## config.mk

```make
export PLATFORM = sky130hd
export DESIGN_NAME = icsm_top
export DESIGN_NICKNAME = d
export VERILOG_FILES = /design/src/core/icsm_pkg.sv /design/src/core/icsm_top.sv
export VERILOG_INCLUDE_DIRS = /design/src /design/src/core
export SDC_FILE = /design/constraint.sdc
export NUM_CORES = 1
export LEC_CHECK = 0
export CAP_MARGIN = 20
export CORE_ASPECT_RATIO = 1.25
export CORE_UTILIZATION = 40
export CTS_CLUSTER_SIZE = 25
export DETAILED_ROUTE_END_ITERATION = 8
export DONT_BUFFER_PORTS = 1
export GPL_ROUTABILITY_DRIVEN = 1
export SETUP_SLACK_MARGIN = 0.2
export SLEW_MARGIN = 10
export SYNTH_ARGS = -nofsm -noshare
export SYNTH_HDL_FRONTEND = slang
export SYNTH_SLANG_ARGS = --single-unit
export TNS_END_PERCENT = 10
```

## constraint.sdc

```tcl
create_clock -name clk_i -period 3.6 [get_ports clk_i]
set_clock_uncertainty 0.1 [all_clocks]
set_input_delay 0.18 -clock clk_i [delete_from_list [all_inputs] [get_ports clk_i]]
set_output_delay 0.18 -clock clk_i [all_outputs]
set_load 0.02 [all_outputs]
```

## src/core/icsm_defines.svh

```systemverilog
// Purpose: offsets, bit positions, reset values and timing for icsm
// Assumes: 32-bit APB data, one register per aligned word
// Notes: included by the design file and the bench
`ifndef ICSM_DEFINES_SVH
`define ICSM_DEFINES_SVH

`define ICSM_OFS_CTL 8'h00
`define ICSM_OFS_STAT 8'h04
`define ICSM_OFS_MASK 8'h08
`define ICSM_OFS_THR 8'h0c
`define ICSM_OFS_RHR 8'h10
`define ICSM_OFS_OWN 8'h14

`define ICSM_C_EN 15
`define ICSM_C_ACCALL 11
`define ICSM_C_TEN 10
`define ICSM_C_GCEN 7
`define ICSM_C_ACKV 5
`define ICSM_C_ACKGO 4
`define ICSM_C_RXGO 3
`define ICSM_C_STOPGO 2
`define ICSM_C_RSGO 1
`define ICSM_C_STGO 0

`define ICSM_S_ACKST 15
`define ICSM_S_TXACT 14
`define ICSM_S_BCL 10
`define ICSM_S_GC 9
`define ICSM_S_TEN 8
`define ICSM_S_WCOL 7
`define ICSM_S_POV 6
`define ICSM_S_DA 5
`define ICSM_S_P 4
`define ICSM_S_S 3
`define ICSM_S_RW 2
`define ICSM_S_RBF 1
`define ICSM_S_TBF 0

`define ICSM_RST_MASK 10'h000
`define ICSM_RST_OWN 10'h000
`define ICSM_GC_ADDR 8'h00
`define ICSM_TEN_HDR 5'h1e

`define ICSM_CLK_NS 10
`define ICSM_QTR_NS 2500
`define ICSM_QTR_CYC (`ICSM_QTR_NS / `ICSM_CLK_NS)

`endif

```

## src/core/icsm_pkg.sv

```systemverilog
// Purpose: types for icsm
// Assumes: nothing
// Notes: master sequence states are one-hot
package icsm_pkg;
	typedef enum logic [6:0] {
		M_IDLE = 7'h01,
		M_START = 7'h02,
		M_RESTART = 7'h04,
		M_STOP = 7'h08,
		M_TX = 7'h10,
		M_RX = 7'h20,
		M_ACK = 7'h40
	} icsm_mst_e;

	typedef struct packed {
		logic scl_m, scl_s, scl_p, sda_m, sda_s, sda_p;
		logic en, acc_all, ten_mode, gc_en, ack_val;
		logic ack_go, rx_go, stop_go, rs_go, st_go;
		logic ack_stat, tx_act, collision_flag, gc_seen, ten_m, wcol, pov;
		logic d_a, p_seen, s_seen, rw, receive_full, transmit_full;
		logic [9:0] mask;
		logic [9:0] own;
		logic [7:0] thr;
		logic [7:0] rhr;
		icsm_mst_e m_st;
		logic [1:0] ph;
		logic [11:0] tmr;
		logic [3:0] bc;
		logic [7:0] sh;
		logic own_bus, scl_d, sda_d, mev;
		logic [3:0] s_cnt;
		logic [7:0] s_rsr;
		logic [1:0] s_idx;
		logic s_addr, s_hi_ok, s_pend, s_ack;
		logic [31:0] prdata;
	} icsm_state_s;
endpackage

```

## src/core/icsm_top.sv

```systemverilog
// Purpose: two-wire bus controller control, status and address mask logic
// Assumes: bus lines are open drain, sampled through two flip-flops
// Notes: registers reached over APB with zero wait states
`timescale 1ns/10ps
`include "icsm_defines.svh"

module icsm_top
	import icsm_pkg::*;
#(
	parameter logic [11:0] QTR_CYC = 12'(`ICSM_QTR_CYC)
)
(
	// clock and reset
	input wire logic clk_i,
	input wire logic rst_i,
	// apb slave
	input wire logic [7:0] paddr_i,
	input wire logic psel_i,
	input wire logic penable_i,
	input wire logic pwrite_i,
	input wire logic [31:0] pwdata_i,
	output logic [31:0] prdata_o,
	output logic pready_o,
	output logic pslverr_o,
	// bus lines
	input wire logic scl_i,
	output logic scl_o,
	output logic scl_oe_n_o,
	input wire logic sda_i,
	output logic sda_o,
	output logic sda_oe_n_o,
	// master event pulse
	output logic master_event_o
);
	icsm_state_s q;
	icsm_state_s d;

	always_comb
	begin
		logic wr, rd, setup, rise, fall, st_det, sp_det, tick, stretch;
		logic push, hit;
		logic [7:0] pb;
		logic [7:0] b;
		logic [15:0] stat;
		wr = psel_i & penable_i & pwrite_i;
		rd = psel_i & penable_i & ~pwrite_i;
		setup = psel_i & ~penable_i;
		push = 1'b0;
		hit = 1'b0;
		pb = 8'h00;
		b = {q.s_rsr[6:0], q.sda_s};
		d = q;
		d.mev = 1'b0;
		// line synchronisers
		d.scl_m = scl_i;
		d.scl_s = q.scl_m;
		d.scl_p = q.scl_s;
		d.sda_m = sda_i;
		d.sda_s = q.sda_m;
		d.sda_p = q.sda_s;
		rise = q.scl_s & ~q.scl_p;
		fall = ~q.scl_s & q.scl_p;
		st_det = q.scl_s & q.scl_p & q.sda_p & ~q.sda_s;
		sp_det = q.scl_s & q.scl_p & ~q.sda_p & q.sda_s;
		stat = {q.ack_stat, q.tx_act, 3'h0, q.collision_flag, q.gc_seen, q.ten_m,
			q.wcol, q.pov, q.d_a, q.p_seen, q.s_seen, q.rw, q.receive_full, q.transmit_full};

		// read data captured in the setup phase
		if (setup)
		begin
			unique case (paddr_i)
				`ICSM_OFS_CTL: d.prdata = {16'h0000, q.en, 3'h0, q.acc_all,
					q.ten_mode, 2'h0, q.gc_en, 1'b0, q.ack_val, q.ack_go,
					q.rx_go, q.stop_go, q.rs_go, q.st_go};
				`ICSM_OFS_STAT: d.prdata = {16'h0000, stat};
				`ICSM_OFS_MASK: d.prdata = {22'h000000, q.mask};
				`ICSM_OFS_THR: d.prdata = {24'h000000, q.thr};
				`ICSM_OFS_RHR: d.prdata = {24'h000000, q.rhr};
				`ICSM_OFS_OWN: d.prdata = {22'h000000, q.own};
				default: d.prdata = 32'h00000000;
			endcase
		end

		// software clears go first so that hardware sets win
		if (wr && paddr_i == `ICSM_OFS_STAT)
		begin
			d.collision_flag = q.collision_flag & pwdata_i[`ICSM_S_BCL];
			d.wcol = q.wcol & pwdata_i[`ICSM_S_WCOL];
			d.pov = q.pov & pwdata_i[`ICSM_S_POV];
			d.p_seen = q.p_seen & pwdata_i[`ICSM_S_P];
			d.s_seen = q.s_seen & pwdata_i[`ICSM_S_S];
		end
		if (rd && paddr_i == `ICSM_OFS_RHR)
			d.receive_full = 1'b0;
		if (wr && paddr_i == `ICSM_OFS_MASK)
			d.mask = pwdata_i[9:0];
		if (wr && paddr_i == `ICSM_OFS_OWN)
			d.own = pwdata_i[9:0];

		// start and stop detection
		if (st_det)
		begin
			d.s_seen = 1'b1;
			d.p_seen = 1'b0;
			d.s_cnt = 4'h0;
			d.s_idx = 2'h0;
			d.s_addr = 1'b0;
		end
		if (sp_det)
		begin
			d.p_seen = 1'b1;
			d.s_seen = 1'b0;
			d.gc_seen = 1'b0;
			d.ten_m = 1'b0;
			d.s_addr = 1'b0;
			d.s_hi_ok = 1'b0;
		end

		// slave byte reception and address recognition
		if (q.en && rise && !st_det && !sp_det)
		begin
			if (q.s_cnt == 4'h8)
				d.s_cnt = 4'h0;
			else
			begin
				d.s_rsr = b;
				d.s_cnt = q.s_cnt + 4'h1;
			end
			if (q.s_cnt == 4'h7 && !q.own_bus)
			begin
				d.s_idx = 2'h2;
				unique case (q.s_idx)
					2'h0:
					begin
						if (b == `ICSM_GC_ADDR && q.gc_en)
						begin
							d.gc_seen = 1'b1;
							d.s_addr = 1'b1;
							d.d_a = 1'b0;
							d.rw = 1'b0;
						end
						else if (q.ten_mode)
						begin
							hit = b[7:3] == `ICSM_TEN_HDR &&
								((b[2:1] ^ q.own[9:8]) & ~q.mask[9:8]) == 2'h0;
							if ((hit || q.acc_all) && b[0] && q.s_hi_ok)
							begin
								d.s_addr = 1'b1;
								d.d_a = 1'b0;
								d.rw = 1'b1;
							end
							else if ((hit || q.acc_all) && !b[0])
							begin
								d.s_idx = 2'h1;
								d.s_hi_ok = 1'b0;
							end
						end
						else
						begin
							hit = ((b[7:1] ^ q.own[6:0]) & ~q.mask[6:0]) ==
								7'h00;
							if (hit || q.acc_all)
							begin
								d.s_addr = 1'b1;
								d.d_a = 1'b0;
								d.rw = b[0];
							end
						end
					end
					2'h1:
					begin
						hit = ((b ^ q.own[7:0]) & ~q.mask[7:0]) == 8'h00;
						if (hit || q.acc_all)
						begin
							d.ten_m = 1'b1;
							d.s_hi_ok = 1'b1;
							d.s_addr = 1'b1;
							d.d_a = 1'b0;
							d.rw = 1'b0;
						end
					end
					default:
					begin
						if (q.s_addr && !q.rw)
						begin
							d.d_a = 1'b1;
							push = 1'b1;
							pb = b;
						end
					end
				endcase
				d.s_pend = d.s_addr;
			end
		end
		// slave acknowledge held for the ninth clock
		if (fall)
		begin
			d.s_ack = q.s_pend;
			d.s_pend = 1'b0;
		end

		// master sequencer
		stretch = q.scl_d & ~q.scl_s;
		tick = q.m_st != M_IDLE && !stretch && q.tmr == QTR_CYC - 12'h001;
		if (q.m_st != M_IDLE && !stretch)
			d.tmr = tick ? 12'h000 : q.tmr + 12'h001;
		if (tick)
			d.ph = q.ph + 2'h1;
		unique case (q.m_st)
			M_IDLE:
			begin
				d.ph = 2'h0;
				d.tmr = 12'h000;
				d.bc = 4'h0;
				// one trigger at a time is assumed; fixed priority otherwise
				if (q.en && q.st_go)
					d.m_st = M_START;
				else if (q.en && q.rs_go)
					d.m_st = M_RESTART;
				else if (q.en && q.stop_go)
					d.m_st = M_STOP;
				else if (q.en && q.rx_go)
					d.m_st = M_RX;
				else if (q.en && q.ack_go)
					d.m_st = M_ACK;
			end
			M_START, M_RESTART, M_STOP, M_ACK:
			begin
				if (tick && q.ph == 2'h3)
				begin
					d.m_st = M_IDLE;
					d.mev = 1'b1;
					d.st_go = q.m_st == M_START ? 1'b0 : q.st_go;
					d.rs_go = q.m_st == M_RESTART ? 1'b0 : q.rs_go;
					d.stop_go = q.m_st == M_STOP ? 1'b0 : q.stop_go;
					d.ack_go = q.m_st == M_ACK ? 1'b0 : q.ack_go;
					d.own_bus = q.m_st != M_STOP;
				end
			end
			M_TX:
			begin
				if (tick && q.ph == 2'h2)
				begin
					if (q.bc == 4'h8)
						d.ack_stat = q.sda_s;
					else if (q.sh[7] && !q.sda_s)
					begin
						d.collision_flag = 1'b1;
						d.m_st = M_IDLE;
						d.mev = 1'b1;
						d.own_bus = 1'b0;
						d.tx_act = 1'b0;
						d.transmit_full = 1'b0;
					end
				end
				if (tick && q.ph == 2'h3)
				begin
					d.bc = q.bc + 4'h1;
					d.sh = {q.sh[6:0], 1'b1};
					if (q.bc == 4'h8)
					begin
						d.m_st = M_IDLE;
						d.mev = 1'b1;
						d.tx_act = 1'b0;
						d.transmit_full = 1'b0;
					end
				end
			end
			M_RX:
			begin
				if (tick && q.ph == 2'h2)
					d.sh = {q.sh[6:0], q.sda_s};
				if (tick && q.ph == 2'h3)
				begin
					d.bc = q.bc + 4'h1;
					if (q.bc == 4'h7)
					begin
						d.rx_go = 1'b0;
						d.m_st = M_IDLE;
						d.mev = 1'b1;
						push = 1'b1;
						pb = q.sh;
					end
				end
			end
			default:
			begin
				d.m_st = M_IDLE;
			end
		endcase

		// move a finished byte into the receive holding register
		if (push)
		begin
			if (q.receive_full && !(rd && paddr_i == `ICSM_OFS_RHR))
				d.pov = 1'b1;
			else
			begin
				d.rhr = pb;
				d.receive_full = 1'b1;
			end
		end

		// software writes to control and transmit holding
		if (wr && paddr_i == `ICSM_OFS_CTL)
		begin
			d.en = pwdata_i[`ICSM_C_EN];
			d.acc_all = pwdata_i[`ICSM_C_ACCALL];
			d.ten_mode = pwdata_i[`ICSM_C_TEN];
			d.gc_en = pwdata_i[`ICSM_C_GCEN];
			d.ack_val = pwdata_i[`ICSM_C_ACKV];
			d.ack_go = pwdata_i[`ICSM_C_ACKGO];
			d.rx_go = pwdata_i[`ICSM_C_RXGO];
			d.stop_go = pwdata_i[`ICSM_C_STOPGO];
			d.rs_go = pwdata_i[`ICSM_C_RSGO];
			d.st_go = pwdata_i[`ICSM_C_STGO];
		end
		if (wr && paddr_i == `ICSM_OFS_THR)
		begin
			if (q.m_st != M_IDLE || q.transmit_full)
				d.wcol = 1'b1;
			else
			begin
				d.thr = pwdata_i[7:0];
				d.transmit_full = 1'b1;
				if (q.own_bus)
				begin
					d.m_st = M_TX;
					d.sh = pwdata_i[7:0];
					d.tx_act = 1'b1;
				end
			end
		end
		if (!d.en)
		begin
			d.m_st = M_IDLE;
			d.own_bus = 1'b0;
			d.tx_act = 1'b0;
		end

		// line drive from the next master state, 1 releases the line
		unique case (d.m_st)
			M_START:
			begin
				d.scl_d = d.ph[1] == 1'b0;
				d.sda_d = d.ph == 2'h0;
			end
			M_RESTART:
			begin
				d.scl_d = d.ph == 2'h1 || d.ph == 2'h2;
				d.sda_d = d.ph[1] == 1'b0;
			end
			M_STOP:
			begin
				d.scl_d = d.ph != 2'h0;
				d.sda_d = d.ph[1];
			end
			M_TX, M_RX, M_ACK:
			begin
				d.scl_d = d.ph == 2'h1 || d.ph == 2'h2;
				if (d.m_st == M_TX)
					d.sda_d = d.bc == 4'h8 ? 1'b1 : d.sh[7];
				else if (d.m_st == M_ACK)
					d.sda_d = d.ack_val;
				else
					d.sda_d = 1'b1;
			end
			default:
			begin
				d.scl_d = ~d.own_bus;
				d.sda_d = d.own_bus ? q.sda_d : 1'b1;
			end
		endcase
	end

	always_ff @(posedge clk_i or posedge rst_i)
	begin
		if (rst_i)
		begin
			q <= '0;
			q.scl_m <= 1'b1;
			q.scl_s <= 1'b1;
			q.scl_p <= 1'b1;
			q.sda_m <= 1'b1;
			q.sda_s <= 1'b1;
			q.sda_p <= 1'b1;
			q.scl_d <= 1'b1;
			q.sda_d <= 1'b1;
			q.m_st <= M_IDLE;
			q.mask <= `ICSM_RST_MASK;
			q.own <= `ICSM_RST_OWN;
		end
		else
			q <= d;
	end

	assign prdata_o = q.prdata;
	assign pready_o = 1'b1;
	assign pslverr_o = psel_i & penable_i & (paddr_i[1:0] != 2'h0 ||
		paddr_i > `ICSM_OFS_OWN);
	assign scl_o = 1'b0;
	assign sda_o = 1'b0;
	assign scl_oe_n_o = q.scl_d;
	assign sda_oe_n_o = q.sda_d & ~q.s_ack;
	assign master_event_o = q.mev;

	logic wr_ctl, wr_thr, rd_rhr;
	assign wr_ctl = psel_i & penable_i & pwrite_i & paddr_i == `ICSM_OFS_CTL;
	assign wr_thr = psel_i & penable_i & pwrite_i & paddr_i == `ICSM_OFS_THR;
	assign rd_rhr = psel_i & penable_i & ~pwrite_i & paddr_i == `ICSM_OFS_RHR;
endmodule

```

Yosys cells after proc, flatten, opt, wreduce, memory -nomap -nowiden
Cells that the tools add are included.
Operators by class
  $add $sub $neg: 4
  $lt $le $gt $ge: 1
  equality and inequality tests: 36
  multiplexer cells: 149
  bitwise logic cells: 40
  reductions and logical operators: 79
Operator list (count)
  $mux 7: 17
  $mux 8: 12
  $pmux 16 s6: 1
  $mux 1: 77
  $mux 2: 20
  $mux 12: 3
  $reduce_bool 2->1: 15
  $pmux 7 s4: 1
  $logic_and 1x1->1: 27
  $logic_not 8->1: 3
  $and 1x1->1: 19
  $reduce_and 3->1: 6
  $mux 17: 1
  $eq 8x4->1 const B: 2
  $eq 8x5->1 const B: 2
  $pmux 8 s2: 1
  $eq 7x2->1 const B: 2
  $eq 7x3->1 const B: 2
  $eq 7x4->1 const B: 2
  $eq 7x5->1 const B: 2
  $eq 7x6->1 const B: 2
  $eq 7x7->1 const B: 2
  $mux 14: 1
  $add 12x1->12 const B: 1
  45 further kinds: 88
Storage, ports and cells
  register bits after elaboration: 152

Logic depth before layout (Yosys ltp)
  depth in word-level cells: 18
  gate-level depth with buffers: 11

Worst setup path before layout
No wires, ideal clock.
  path type: flip-flop to flip-flop
  from: reg q[82] in the netlist's numbering
  to: reg q[51] in the netlist's numbering
  library setup time: 0.082 ns
  arrival time: 2.513 ns
  data required time: 3.418 ns
  setup slack: 0.905 ns
  stages on the path, launching flop included: 10
  period minus slack after synthesis: 2.695 ns
  path through: dfrtp_1 buf_6 or4_1 a211oi_1 nand2_1 mux2_2 mux2i_1 o211a_1 or3_1 a22oi_1
On the way
  cells in the longest elaborated chain, start to end: 16
  elaborated cells on any way between the ends: 62
  classes of those cells: eq/ne (17); mux (36); bitwise (1); reduce/logical (8)
Ends and longest elaborated chain
  from (decl): RTL line icsm_top.sv:35  | icsm_state_s q;
  $ne 7x1->1: RTL line icsm_top.sv:204, icsm_top.sv:320
  $logic_and 1x1->1 (2 in a row): RTL line icsm_top.sv:204  | tick = q.m_st != M_IDLE && !stretch && q.tmr == QTR_CYC - 12'h001;
  $logic_and 1x1->1: RTL line icsm_top.sv:242, icsm_top.sv:271
  $mux 7: RTL line icsm_top.sv:242  | if (tick && q.ph == 2'h2)
  $mux 7: RTL line icsm_top.sv:260  | if (q.bc == 4'h8)
  $mux 7: RTL line icsm_top.sv:256  | if (tick && q.ph == 2'h3)
  $pmux 7 s4: RTL line icsm_top.sv:209  | unique case (q.m_st)
  $mux 7: RTL line icsm_top.sv:326  | if (q.own_bus)
  $mux 7: RTL line icsm_top.sv:320  | if (q.m_st != M_IDLE || q.transmit_full)
  $mux 7: RTL line icsm_top.sv:318  | if (wr && paddr_i == `ICSM_OFS_THR)
  $mux 7: RTL line icsm_top.sv:334  | if (!d.en)
  $eq 7x7->1: RTL line icsm_top.sv:342, icsm_top.sv:363
  $mux 1: RTL line icsm_top.sv:363  | else if (d.m_st == M_ACK)
  $mux 1: RTL line icsm_top.sv:361  | if (d.m_st == M_TX)
  $pmux 2 s4: RTL line icsm_top.sv:342  | unique case (d.m_st)
Several ways; a longest one is shown, not always the timed one.
A chain may end at the register's enable or synchronous reset.

==> summary.txt <==
outcome: complete, no violations
worst slew pin tran: 0.944 ns
Final period util: 84.2%
complex-gate fraction of the synthesized area: 15.7%
Seq/Total Area, Yosys: 45.8%
CP required: 3.85 ns
cts bufs inserted: 17
Achievable Freq: 330 MHz
normalized max-slew margin: 36.9%
Overflow after GRT: 0
clock sink count: 133
DR vias: 5669
largest net degree at the start of global routing: 93
Synth Area in XOR/XNOR: 2.64%
Die X: 123 µm
H-tree depth: 4
Setup TNS: 0 ns
initial drt markers: 487
synthesized flop and latch total: 133
Final Max Tran Viols: 0
mux cell area share after synthesis: 10.4%
Post-DP HPWL: 13700 µm
hold crit path type: in2reg
critical path arrival: 3.28 ns
DR DRC count: 0
Die Ht: 153 µm
Synth Flop Type: dfrtp_1
Avg WL per Cell: 19.5 µm
largest family of logic cells by synthesized area: simple AND/OR/NAND/NOR gates
Crit. End Element: register
Slowest cell on crit path: dlygate4sd3_1
RSZ-0062 raised after global routing: false
Post-synth EDFFs: 0
total track usage: 21.4%
Worst Setup Start Kind: input port
Ports: 86
syn avg cell area: 9.78 µm²
leakage power: 3.53 nW
synthesized area: 7290 µm²
Antenna Nets Post-Route: 0
clock slew seen by the registers of the worst setup and hold paths: 0.05 ns
register area: 3340 µm²
Worst path most repeated cell: dlygate4sd3_1
peak supply drop: 0.324 mV
layout cells sized above 1: 15.6%
CTS resizes: 0
gpl congestion: 0.947
Distinct cells, synth: 71
first-pass GRT wire length: 30400 µm
R2R cell count: 8
fin nets: 794
endpoints failing setup: 0
multi-input logic area: 3500 µm²
endpoints failing hold: 0
Hold Path Stages: 2
worst setup path class: in2reg
pwr dens: 434 nW/µm²
Initial Util: 41.3%
synth warn: 0
antenna violations before repair: 1
share of flip-flops with an asynchronous set or reset: 100%
Synth-to-Final Area Change: 11.7%
clock root buffer master: clkbuf_16
critical-path maximum fanout: 8
Gate Count Post-Synth: 745
core area: 17600 µm²
critical path, cell by cell: dlygate4sd3_1 -> nor4_4 -> dlygate4sd3_1 -> nand4_1 -> nor3_1 -> buf_4 -> or3_1 -> nor2_1 -> a221o_1 -> mux2_2
via/cell ratio: 5.81
# rows: 54
Layout fillers: 1611
slowest cell delay on critical path: 0.66 ns
Adder-Cell Fraction of Synth Area: 1.54%
post-layout min period: 3.03 ns
Simple-Gate Fraction of Synth Area: 16.8%
Die ar.: 18800 µm²
drt first pass iters: 8
Longest Clk Path Bufs: 2
Skew-Pair Late Insertion Delay: 0.42 ns
vias in the first global route: 5665
CTS tree: yes
max-cap viol count: 0
Total Routed Length: 19100 µm
Port Buffer Count: 0
Min Hold Slack: 0.0464 ns
==> synthesized netlist by cell type, types with 5 or more instances <==
master	count	share of area [%]
a21oi_1	37	2.5
a22oi_1	13	1.3
a31oi_1	7	0.60
and3_1	12	1.0
buf_2	6	0.41
buf_4	36	3.7
clkbuf_1	31	1.6
dfrtp_1	124	43
dfstp_2	9	3.2
ha_1	9	1.5
inv_1	21	1.1
mux2_2	51	7.9
mux2i_1	18	2.5
nand2_1	56	2.9
nand2b_1	9	0.77
nand3_1	26	1.8
nand4_1	8	0.69
nor2_1	50	2.6
nor2b_1	8	0.69
nor3_1	8	0.55
nor4_1	5	0.43
o21ai_0	61	4.2
o22ai_1	23	2.0
o41ai_1	7	0.84
or2_2	6	0.51
xnor2_1	20	2.4
==> registers in the layout (all words and copies together) (netlist names) <==
register / cells
prdata_o: 14
scl_oe_n_o: 1
master_event_o: 1
q: 113
d: 4
==> stage by stage <==
step / area, µm² / setup WS (ns) / utilization [%] / power [mW] / instances
CTS: 8140 / 0.595 / 46.2 / 3.56 / 975
global route: 8140 / 0.365 / 46.2 / 3.67 / 976
detailed placement: 7300 / 0.644 / 41.4 / 1.68 / 922
floorplan: 7360 / 0.905 / - / 1.68 / 764
finish: 8140 / 0.569 / 46.2 / 3.53 / 976
global placement: 7300 / 0.660 / 41.4 / 1.68 / 922
==> final cells by class <==
| class | count | share of cell area, % |
|---|---|---|
| inverter | 21 | 1.01 |
| clock buffer | 24 | 5.92 |
| clock inverter | 8 | 1.80 |
| tap | 224 | 3.44 |
| sequential | 133 | 41.0 |
| timing repair buffer | 32 | 3.75 |
| multi-input combinational | 533 | 43.0 |
| antenna | 1 | 0.0307 |
==> power by group <==
group | internal, mW | leakage, nW | switching (mW)
registers | 1.52 | 1.74 | 0.0227
logic | 0.0493 | 1.48 | 0.0989
clock network | 1.21 | 0.304 | 0.634
==> logic make-up (layout without fill, tap and decap cells) <==
logic type      Yosys count  count (layout)
compound gates          185             185
xor+xnor                 22              22
fa+ha+maj                 9               9
buf+inv                  98              85
flops                   133             133
mux                      69              69
other cells               2              22
simple gates            227             227
==> path summary, 6_finish.rpt <==
path                             from           end  slack (ns)
min reg2reg                    d[147]        d[146]        0.26
min in group asynchronous       rst_i        q[103]        0.34
max reg2reg                     q[74]         q[51]        0.57
min                        paddr_i[2]  prdata_o[15]        0.05
max                        paddr_i[5]    scl_oe_n_o        0.57
max in group asynchronous       rst_i    scl_oe_n_o        2.07
==> cell usage in the layout, fill, tap and decap left out, drive strengths merged, types with 4 or more instances in the layout <==
cell type,instances
nand2b,9
buf,11
mux2,51
clkbuf,24
or3,4
nor3b,4
nand3,27
nand3b,4
o41ai,7
bufinv,4
o31ai,4
or4b,4
nand4b,4
nor4,7
and2,5
mux2i,18
a21oi,38
a22oi,13
a211oi,4
o22ai,23
and3,12
xnor2,20
nand4,8
dlygate4sd3,21
conb,21
nor2b,8
nor2,51
ha,9
nor3,10
or2,6
nand2,56
o21ai,63
inv,20
dfstp,9
a31oi,7
dfrtp,124
==> worst max-delay path, delay by kind of cell <==
family	cells	cell delay, ns
buffers and inverters	3	1.40
AND/OR/NAND/NOR	5	1.08
AO/OA/AOI/OAI	1	0.33
multiplexers	1	0.27
==> timing repair <==
action / 4_1_cts / 5_1_grt
hold endpoints to repair: 100 / 0
setup buffers: 0 / 0
setup endpoints to repair: 0 / 0
hold buffers: 21 / 0
==> routing by layer <==
metal	part of all wire, %	global-route usage, %	vias to the layer above
met5	0	0	-
met4	3.1	9.87	0
met3	4.7	4.51	45
met2	51	35.8	199
met1	42	26.0	2808
li1	-	-	2617
No activity file was read; power rests on OpenSTA's default activity.
